## src/hdl/maxc_defs.vh

```
`ifndef MAXC_DEFS_VH
`define MAXC_DEFS_VH
// Input word
`define MAXC_WORD_W 4
`define MAXC_EN_BIT 3
`define MAXC_ADDR_W 3
// Result
`define MAXC_RES_W 12
`define MAXC_RES_MSB 11
// Sequence timing, in shift clock edges after select falls
`define MAXC_HOLD_EDGE 4'h2
`define MAXC_CONV_CYC 4'hc
`define MAXC_DRIVE_EDGE 4'h5
// Break-before-make timing in ns and derived cycles (50 MHz)
`define MAXC_CLK_NS 20
`define MAXC_OFF_NS 100
`define MAXC_GAP_NS 100
`define MAXC_OFF_CYC ((`MAXC_OFF_NS + `MAXC_CLK_NS - 1) / `MAXC_CLK_NS)
`define MAXC_GAP_CYC ((`MAXC_GAP_NS + `MAXC_CLK_NS - 1) / `MAXC_CLK_NS)
`define MAXC_CNT_W 8
`endif

```

## src/hdl/maxc_buf2.v

```verilog
`timescale 1ns/1ns
`default_nettype none
// Two-entry skid buffer: a receiver stall loses no word until both entries are full
module maxc_buf2 (
   // System
   input wire clock,
   input wire resetn,
   // Fill side
   input wire in_valid,
   input wire [11:0] in_data,
   output wire in_ready,
   // Drain side
   output reg out_valid,
   output reg [11:0] out_data,
   input wire out_ready
);
   reg skid_v_q;
   reg [11:0] skid_q;
   assign in_ready = ~skid_v_q;
   always @(posedge clock) begin
      if (!resetn) begin
         out_valid <= 1'b0;
         out_data <= 12'h000;
         skid_v_q <= 1'b0;
         skid_q <= 12'h000;
      end else begin
         if (!out_valid || out_ready) begin
            if (skid_v_q) begin
               out_valid <= 1'b1;
               out_data <= skid_q;
               skid_v_q <= 1'b0;
            end else begin
               out_valid <= in_valid;
               out_data <= in_data;
            end
         end else if (in_valid && !skid_v_q) begin
            skid_v_q <= 1'b1;
            skid_q <= in_data;
         end
      end
   end
endmodule // maxc_buf2
`default_nettype wire

```

## src/hdl/maxc_ctrl.v

```verilog
// Operation
// - On select fall, all channels off after delay, then gap, then new channel
// - Enabled channel stays on until next select fall, then sequence repeats
// - Enable low: all channels off after off-delay until next select fall
// - Select high: sample serial input on rising edge into 4-bit register
// - First bit is enable; set means addressed channel connects after on-delay
// - Next three bits are channel number, MSB first, 0 to 7
// - Enable zero ignores address bits and disables every channel
// - Result is unipolar straight binary, zero means 0V
// - Shared line driven after select falls, before the sixth falling edge
// - Separate mux and converter selects supported for repeated conversions
// - After conversion, core powers down; LSB-first copy then zeros shift out
// - Select high: converter powered down, output released, only word shifts
// - Extra bits while select high: keep only last four
// - Launch on falling edge, capture on rising edge
// - After sampling, one null bit then result MSB first
// - Hold at second falling edge after select low; conversion takes twelve
`timescale 1ns/1ns
`default_nettype none
`include "maxc_defs.vh"
module maxc_ctrl #(
   parameter OFF_CYC = `MAXC_OFF_CYC,
   parameter GAP_CYC = `MAXC_GAP_CYC
) (
   // System
   input wire clock,
   input wire resetn,
   // Serial link, sampled as synchronous levels
   input wire mux_select_n,
   input wire converter_select_n,
   input wire shift_clk,
   input wire data_in,
   output reg data_out,
   output reg data_out_en,
   // Multiplexer switches, one per channel
   output reg [7:0] chan_on,
   // Converter core
   output reg core_power,
   output reg sample_hold,
   input wire comp_bit,
   output reg [11:0] sar_trial,
   // Result stream with back-pressure
   output wire res_valid,
   output wire [11:0] res_data,
   input wire res_ready,
   output reg res_stall
);
   // ****************************************
   // Edge detect on sampled pins
   // ****************************************
   reg sclk_q, msel_q, csel_q;
   wire sclk_rise = shift_clk & ~sclk_q;
   wire sclk_fall = ~shift_clk & sclk_q;
   wire msel_fall = ~mux_select_n & msel_q;
   always @(posedge clock) begin
      if (!resetn) begin
         sclk_q <= 1'b0;
         msel_q <= 1'b1;
         csel_q <= 1'b1;
      end else begin
         sclk_q <= shift_clk;
         msel_q <= mux_select_n;
         csel_q <= converter_select_n;
      end
   end
   // ****************************************
   // Input word and mux switching
   // ****************************************
   reg [3:0] word_q, latched_q;
   reg [7:0] cnt_q;
   localparam M_IDLE = 3'b001;
   localparam M_OFF = 3'b010;
   localparam M_GAP = 3'b100;
   reg [2:0] mst_q;
   wire [7:0] dec;
   genvar gi;
   generate
      for (gi = 0; gi < 8; gi = gi + 1) begin : g_dec
         assign dec[gi] = (latched_q[2:0] == gi);
      end
   endgenerate
   always @(posedge clock) begin
      if (!resetn) begin
         word_q <= 4'h0;
         latched_q <= 4'h0;
         mst_q <= M_IDLE;
         cnt_q <= 8'h00;
         chan_on <= 8'h00;
      end else begin
         if (mux_select_n && sclk_rise)
            word_q <= {word_q[2:0], data_in};
         case (mst_q)
            M_IDLE: begin
               if (msel_fall) begin
                  latched_q <= word_q;
                  cnt_q <= OFF_CYC[7:0];
                  mst_q <= M_OFF;
               end
            end
            M_OFF: begin
               if (cnt_q <= 8'h01) begin
                  chan_on <= 8'h00;
                  cnt_q <= GAP_CYC[7:0];
                  mst_q <= M_GAP;
               end else
                  cnt_q <= cnt_q - 8'h01;
            end
            M_GAP: begin
               if (cnt_q <= 8'h01) begin
                  chan_on <= latched_q[`MAXC_EN_BIT] ? dec : 8'h00;
                  mst_q <= M_IDLE;
               end else
                  cnt_q <= cnt_q - 8'h01;
            end
            default: mst_q <= M_IDLE;
         endcase
      end
   end
   // ****************************************
   // Converter sequence
   // ****************************************
   localparam C_DOWN = 5'b00001;
   localparam C_SAMP = 5'b00010;
   localparam C_CONV = 5'b00100;
   localparam C_LSBF = 5'b01000;
   localparam C_ZERO = 5'b10000;
   reg [4:0] cst_q;
   reg [3:0] fcnt_q, bit_q;
   reg [11:0] res_q, lsb_q;
   reg push_q;
   wire buf_ready;
   always @(posedge clock) begin
      if (!resetn) begin
         cst_q <= C_DOWN;
         fcnt_q <= 4'h0;
         bit_q <= 4'h0;
         res_q <= 12'h000;
         lsb_q <= 12'h000;
         sar_trial <= 12'h000;
         core_power <= 1'b0;
         sample_hold <= 1'b0;
         data_out <= 1'b0;
         data_out_en <= 1'b0;
         push_q <= 1'b0;
         res_stall <= 1'b0;
      end else begin
         push_q <= 1'b0;
         res_stall <= push_q & ~buf_ready;
         // converter select high resets, releases output
         if (converter_select_n) begin
            cst_q <= C_DOWN;
            fcnt_q <= 4'h0;
            core_power <= 1'b0;
            sample_hold <= 1'b0;
            data_out <= 1'b0;
            data_out_en <= 1'b0;
         end else begin
            case (cst_q)
               C_DOWN: begin
                  if (csel_q) begin
                     cst_q <= C_SAMP;
                     core_power <= 1'b1;
                  end
               end
               C_SAMP: begin
                  if (sclk_fall) begin
                     fcnt_q <= fcnt_q + 4'h1;
                     if (fcnt_q + 4'h1 == `MAXC_HOLD_EDGE) begin
                        sample_hold <= 1'b1;
                        data_out_en <= 1'b1;
                        data_out <= 1'b0;
                        bit_q <= 4'h0;
                        sar_trial <= 12'h800;
                        cst_q <= C_CONV;
                     end
                  end
               end
               C_CONV: begin
                  // result bit resolved and launched on falling edge
                  if (sclk_fall) begin
                     res_q[4'hb - bit_q] <= comp_bit;
                     data_out <= comp_bit;
                     sar_trial <= (sar_trial & ~(12'h800 >> bit_q) |
                        ({11'h000, comp_bit} << (4'hb - bit_q))) | (12'h400 >> bit_q);
                     bit_q <= bit_q + 4'h1;
                     if (bit_q == `MAXC_CONV_CYC - 4'h1) begin
                        lsb_q <= {res_q[11:1], comp_bit};
                        push_q <= 1'b1;
                        bit_q <= 4'h1;
                        // core powers down at conversion end
                        core_power <= 1'b0;
                        cst_q <= C_LSBF;
                     end
                  end
               end
               C_LSBF: begin
                  // LSB-first copy, bit 0 already sent
                  if (sclk_fall) begin
                     data_out <= lsb_q[bit_q];
                     bit_q <= bit_q + 4'h1;
                     if (bit_q == `MAXC_CONV_CYC - 4'h1)
                        cst_q <= C_ZERO;
                  end
               end
               C_ZERO: begin
                  if (sclk_fall)
                     data_out <= 1'b0;
               end
               default: cst_q <= C_DOWN;
            endcase
         end
      end
   end
   // Stall surfaces as a flag since the serial side cannot wait
   maxc_buf2 u_buf (
      .clock(clock),
      .resetn(resetn),
      .in_valid(push_q),
      .in_data(lsb_q),
      .in_ready(buf_ready),
      .out_valid(res_valid),
      .out_data(res_data),
      .out_ready(res_ready)
   );
endmodule // maxc_ctrl
`default_nettype wire

```

## config.mk

```make
export PLATFORM = sky130hd
export DESIGN_NAME = maxc_ctrl
export DESIGN_NICKNAME = d
export VERILOG_FILES = /design/src/hdl/maxc_buf2.v /design/src/hdl/maxc_ctrl.v
export VERILOG_INCLUDE_DIRS = /design/src /design/src/hdl
export SDC_FILE = /design/constraint.sdc
export NUM_CORES = 1
export LEC_CHECK = 0
export ABC_AREA = 1
export BUFFER_PORTS_ARGS = -buffer_cell sky130_fd_sc_hd__buf_2
export CAP_MARGIN = 10
export CORE_UTILIZATION = 44
export CTS_BUF_LIST = sky130_fd_sc_hd__clkbuf_8
export DETAILED_ROUTE_END_ITERATION = 7
export PLACE_DENSITY = 0.58
export RECOVER_POWER = 50
export SLEW_MARGIN = 20
export SYNTH_ARGS = -nofsm -noshare
export SYNTH_HDL_FRONTEND = slang
export SYNTH_SLANG_ARGS = --single-unit
```

## constraint.sdc

```tcl
create_clock -name clock -period 2.1 [get_ports clock]
set_clock_uncertainty 0.05 [all_clocks]
set_input_delay 0.315 -clock clock [delete_from_list [all_inputs] [get_ports clock]]
set_output_delay 0.315 -clock clock [all_outputs]
set_load 0.02 [all_outputs]
```

Yosys cells after proc, flatten, opt, wreduce, memory -nomap -nowiden

Index checks and enable logic that the tools add are counted.

Equality and inequality tests: 29
Reduce and logical (&&, ||, !) cells: 30
Order comparisons: 4
Multiplexer cells: 48
Add/sub/neg operators: 4
Shift-type cells: 3
Bitwise operators: 17

Operator list:

| operator              | number |
|---|---|
| $mux 12               | 4 |
| $mux 8                | 6 |
| $mux 5                | 7 |
| $pmux 5 s5            | 1 |
| $ne 2x2->1 const B    | 12 |
| $or 12x12->12         | 2 |
| $pmux 12 s2           | 1 |
| $pmux 8 s3            | 1 |
| $mux 4                | 5 |
| $pmux 8 s2            | 1 |
| $eq 3x3->1 const B    | 5 |
| $reduce_and 3->1      | 5 |
| $and 12x12->12        | 1 |
| $bwmux 12             | 1 |
| $mux 1                | 12 |
| $not 12->12           | 1 |
| $pmux 4 s3            | 1 |
| $reduce_and 6->1      | 2 |
| $shl 1x4->12          | 1 |
| $shr 11x4->12 const A | 1 |
| $shr 12x4->12 const A | 1 |
| $lt 4x5->1 const B    | 2 |
| $eq 3x2->1 const B    | 3 |
| $mux 3                | 3 |
| 33 further kinds      | 56 |

Input port bits: 8
Word-level logic and storage cells: 158
Output and inout bits: 38
Register bits: 110

Depth between registers and ports, before layout

Depth in word-level cells: 7
Depth in mapped cells: 13
Gate-level depth less buffers: 13

By module

From an unflattened synthesis, not the netlist that was laid out.

Cells, all modules: 792
Area, all modules: 5377.7 um^2

Modules (own cells, without submodules):

| module    | instances | cells each | seq. area each (um^2) | area an instance (um^2) |
|---|---|---|---|---|
| maxc_ctrl | 1         | 623        | 1661.6                | 4221.5 |
| maxc_buf2 | 1         | 169        | 520.5                 | 1156.1 |

Worst setup path before layout

Ideal clock, no wire load.

Path type: register -> register
From: register bit_q[2]
To: register cst_q[2]
Setup time: 0.119 ns
Path buffers: 0
Data arrival time: 1.526 ns
Setup slack: 0.405 ns
Period minus slack after synthesis: 1.695 ns
Stages on the path, launching flop included: 10
Data required time: 1.931 ns
Path through: dfxtp_1 inv_2 ha_1 nand2_1 inv_1 o21ai_0 nor2_1 nand2_1 nand2_1 a21oi_1

Longest elaborated chain between the ends: 3
Elaborated cells on any way between the ends: 4
Those cells by class: 3 x eq/ne; 1 x reduce/logical

RTL lines:

| item                                  | RTL line                         | source |
|---|---|---|
| start, declared                       | maxc_ctrl.v:128                  | `reg [3:0] fcnt_q, bit_q;` |
| start signal, assigned                | maxc_ctrl.v:185                  | `bit_q <= bit_q + 4'h1;` |
| start signal, assigned                | maxc_ctrl.v:200                  | `bit_q <= bit_q + 4'h1;` |
| $eq 4x4->1 (*)                        | maxc_ctrl.v:186, maxc_ctrl.v:201 |  |
| $ne 2x2->1 (no source line)           | -                                |  |
| $reduce_and 8->1 (no source line) (*) | -                                |  |
| end signal, assigned                  | maxc_ctrl.v:192                  | `cst_q <= C_LSBF;` |
| end signal, assigned                  | maxc_ctrl.v:202                  | `cst_q <= C_ZERO;` |
| end signal, assigned                  | maxc_ctrl.v:209                  | `default: cst_q <= C_DOWN;` |
| end, declared                         | maxc_ctrl.v:127                  | `reg [4:0] cst_q;` |

Mark *: on every way between the ends. The rest lies on a longest branch, timed or not.
A chain may end at the register's enable or synchronous reset.

Worst setup path after layout

From: register bit_q[1]
To: register cst_q[2]

Same word-level chain as after synthesis.

==> results.md <==
Drt:
- The first-pass iteration count of the detailed router is 6.
- The detail-routed net length per standard cell is 12.7 microns.
- Once detail routing completed, the nets flagged for antenna violations numbered 0.
- The violation count after the first detailed-route iteration is 311.
- The routed length on met1 is around 5500 microns.
- In this run the top signal layer used is met4.
- The sum of met3 wire segment lengths after detailed routing is between 400 and 500 microns.
- After detailed routing, the number of remaining DRC violations is 8.
- After detailed routing, the met2 layer carries about 5700 microns of wire.
- The routed layout has approximately 4.8k vias.
- Wires add up to around 12,000 microns.
- In the routed layout, each cell is associated on average with a via count of 5.17.

Finish:
- The leading cell type in the layout, fill and taps excluded is sky130_fd_sc_hd__nand2_1.
- The area growth from synthesis to final layout is 9.37%.
- For this run, the post-layout net count is between 700 and 800.
- The repair_antennas step left the layout with diodes totalling 0.
- Leaving out fill and tap cells, the most frequent cells in the layout are sky130_fd_sc_hd__nand2_1, sky130_fd_sc_hd__dfxtp_1, sky130_fd_sc_hd__a21oi_1.
- The fraction of final layout cells with drive strength greater than 1 is between 7 and 8%.

Hold path:
- The worst hold path begins at mux_select_n.
- The path class of the tightest hold or removal check is input pin to flip-flop.

Power:
- Summed over all cells, the static leakage comes to about 2.4 nW.
- The overall power is about 3.9 mW.
- VDD sags by at most ~0.57 mV.
- In this run the power density over the cells is between 600 and 700 mW/mm^2.

STA:
- The number of failing hold endpoints at the final stage was 0.
- At the pin with the least slew margin, the transition time is between 0.8 and 0.9 ns.
- The worst hold slack after final layout is 0.103 ns.
- The count of pins over their slew limit is 0.
- The relative slew slack is between 40% and 50%.
- Timing would allow up to roughly 530 MHz.
- Setup violations remaining at the end of the flow were counted as 0.
- The clock period could shrink to between 1.5 and 2 ns.
- The portion of the clock cycle consumed by the worst path in the final layout is between 90% and 100%.
- Setup total negative slack on the finished layout was measured at 0 ns.

Clock network:
- The quantity of hold-fixing buffers added after cts is 0.
- Clock tree synthesis found a total of around 110 sinks.
- Post-CTS repair changed the size of 0 cells.
- Buffers added to address setup during post-CTS repair amount to 0.
- The H-tree was split into 3 levels.
- The TritonCTS clock tree is done.
- Clock latency on the worst-skew pair, taken at its later pin, is between 0.3 and 0.4 ns.
- The cell at the root of the clock tree is sky130_fd_sc_hd__clkbuf_8.
- The maximum number of buffers from clock root to sink is 2.
- Clock-pin slew was measured on the worst setup and hold paths at ~0.1 ns.
- Counting the buffers created by CTS gives 9.

Placement:
- The wire-length estimate of the detail-placed layout is 8460 microns.
- The count of buffers added on input and output ports is 45.
- The congestion estimate from routability-driven global placement came to ~0.85.

Floorplan:
- The I/O pin total is 46.
- The floorplan step defined a core boundary enclosing between 0.01 and 0.015 sq mm.
- In this run the horizontal extent of the chip is 111 microns.
- The initial standard-cell utilization of the core is a little under half.
- The floorplan has 39 rows.
- The die is 111 microns tall.
- The area enclosed by the die boundary is between 0.01 and 0.015 sq mm.

Setup path:
- The worst setup path is launched from a flip-flop.
- STA classifies the critical path endpoint as a flip-flop.
- The critical path data required time is about 2.3 ns.
- The worst setup path startpoint is bit_q[1].
- In this run the critical register-to-register path is launched from bit_q[1].
- The critical path data arrival time is around 2.1 ns.
- The highest net fanout along the worst path is 7.
- The category of the critical setup timing path is flip-flop to flip-flop.

GRT:
- The via count of the first global-routing pass is ~4.4k.
- Global routing consumed, over all layers together, 19.9% of the routing resources.
- The initial antenna violation count came to 0.
- Entering global routing, the biggest net connects 50 pins.
- The first global-routing pass estimated 19,900 microns of wire.
- The overall overflow remaining after global route is 0.

Synth:
- The number of different library cells in the post-synthesis netlist is 37.
- After synthesis, flip-flops and latches occupy 41.7% of the total area.
- Counting flops and latches in the post-synthesis netlist gives roughly 110.
- For this run, the leading register cell type out of synthesis is sky130_fd_sc_hd__dfxtp_1.
- The number of instances in the synthesized netlist is 740.
- After synthesis, the cell types taking the most area are sky130_fd_sc_hd__dfxtp_1, sky130_fd_sc_hd__nand2_1, sky130_fd_sc_hd__a21oi_1.
- The synthesized netlist net count is around 760.
- The post-synthesis cell area is between 0.005 and 0.006 sq mm.
- The top cell type by area accounts for 41.7% of the synthesized area.
- The largest total area in the synthesized netlist belongs to sky130_fd_sc_hd__dfxtp_1.
- The number of warnings reported in the yosys synthesis log is 0.
- In this run, synthesis inferred 0 flip-flops with an integrated enable.
- For this run, asynchronously set or reset flops after synthesis account for 0%.
- The mean instance size in the synthesized netlist is 7.07 sq um.

Run:
- The tool flagged a number of max-cap violations equal to 0.

Run status:
- The flow ran to the end, but the final reports show violations.
- The checks that failed: DRC.
## worst max-delay path: stages (launching register included)
cell	delay, ns
sky130_fd_sc_hd__dfxtp_1	0.46
sky130_fd_sc_hd__ha_1	0.34
sky130_fd_sc_hd__nand2_1	0.15
sky130_fd_sc_hd__inv_1	0.13
sky130_fd_sc_hd__o21ai_0	0.10
sky130_fd_sc_hd__nor2_1	0.31
sky130_fd_sc_hd__nand2_1	0.13
sky130_fd_sc_hd__nand2_1	0.07
sky130_fd_sc_hd__a21oi_1	0.06
## metal layers
metal  vias up  GRT usage (%)
met5         -              0
met4         0           4.95
met3        10           5.69
met2        75           35.6
met1      2181           23.4
li1       2515              -
## final timing paths
check	to	slack (ns)	cells past startpoint
max	cst_q[2]	0.20	8
min	msel_q	0.10	3
max reg2reg	cst_q[2]	0.20	8
min reg2reg	core_power	0.41	2
## power breakdown
group          total, mW  internal [mW]  switching (mW)
combinational      0.413          0.122           0.291
clock               1.33          0.643           0.688
sequential          2.15           2.11          0.0350
## kinds of logic (layout without fill, tap and decap cells)
logic type | after synthesis | count (layout) | share of synthesized area (%)
buf+inv | 114 | 155 | 9.11
compound gates | 160 | 160 | 16.4
flops | 109 | 109 | 41.7
fa+ha+maj | 13 | 13 | 3.11
simple gates | 342 | 342 | 29.4
xor+xnor | 2 | 2 | 0.335
## synth_stat cells, types with 2 or more instances
cell type / count
sky130_fd_sc_hd__buf_6: 4
sky130_fd_sc_hd__a21oi_2: 2
sky130_fd_sc_hd__nor3_1: 8
sky130_fd_sc_hd__ha_1: 13
sky130_fd_sc_hd__nand2_2: 4
sky130_fd_sc_hd__o211ai_1: 6
sky130_fd_sc_hd__nand2_1: 155
sky130_fd_sc_hd__buf_4: 3
sky130_fd_sc_hd__o21ai_0: 60
sky130_fd_sc_hd__nand3b_1: 2
sky130_fd_sc_hd__buf_1: 2
sky130_fd_sc_hd__a21oi_1: 79
sky130_fd_sc_hd__inv_2: 4
sky130_fd_sc_hd__nand3_1: 69
sky130_fd_sc_hd__xor2_1: 2
sky130_fd_sc_hd__a211oi_1: 11
sky130_fd_sc_hd__dfxtp_1: 109
sky130_fd_sc_hd__buf_2: 2
sky130_fd_sc_hd__clkbuf_1: 19
sky130_fd_sc_hd__nand2_4: 2
sky130_fd_sc_hd__inv_1: 77
sky130_fd_sc_hd__nor2_2: 4
sky130_fd_sc_hd__nand4_1: 20
sky130_fd_sc_hd__nor2_1: 70
## sequential cells by signal, indices dropped and copies added, names as in the netlist, 5 cells and up
| signal | flops |
|---|---|
| u_buf.out_data | 12 |
| cst_q | 5 |
| res_q | 11 |
| u_buf.skid_q | 12 |
| lsb_q | 12 |
| sar_trial | 12 |
| cnt_q | 8 |
| chan_on | 8 |
## stage by stage
| stage | utilization, % | cell area [sq um] | cells | worst slack, ns |
|---|---|---|---|---|
| floorplan | - | 5230 | 740 | 0.405 |
| CTS | 50.1 | 5770 | 924 | 0.182 |
| global placement | 48.3 | 5560 | 908 | 0.255 |
| global route | 49.7 | 5720 | 924 | -0.000671 |
| finish | 49.7 | 5720 | 924 | 0.197 |
| detailed placement | 48.3 | 5560 | 908 | 0.195 |
## cell type report
class / instances / area (sq um)
sequential: 109 / 2180
multi-input combinational: 517 / 2580
timing repair buffer: 56 / 249
clock inverter: 4 / 46.3
fill: 1191 / 5790
tap: 143 / 179
inverter: 83 / 318
clock buffer: 12 / 165
Note: power is estimated with default switching activity, not from simulation.
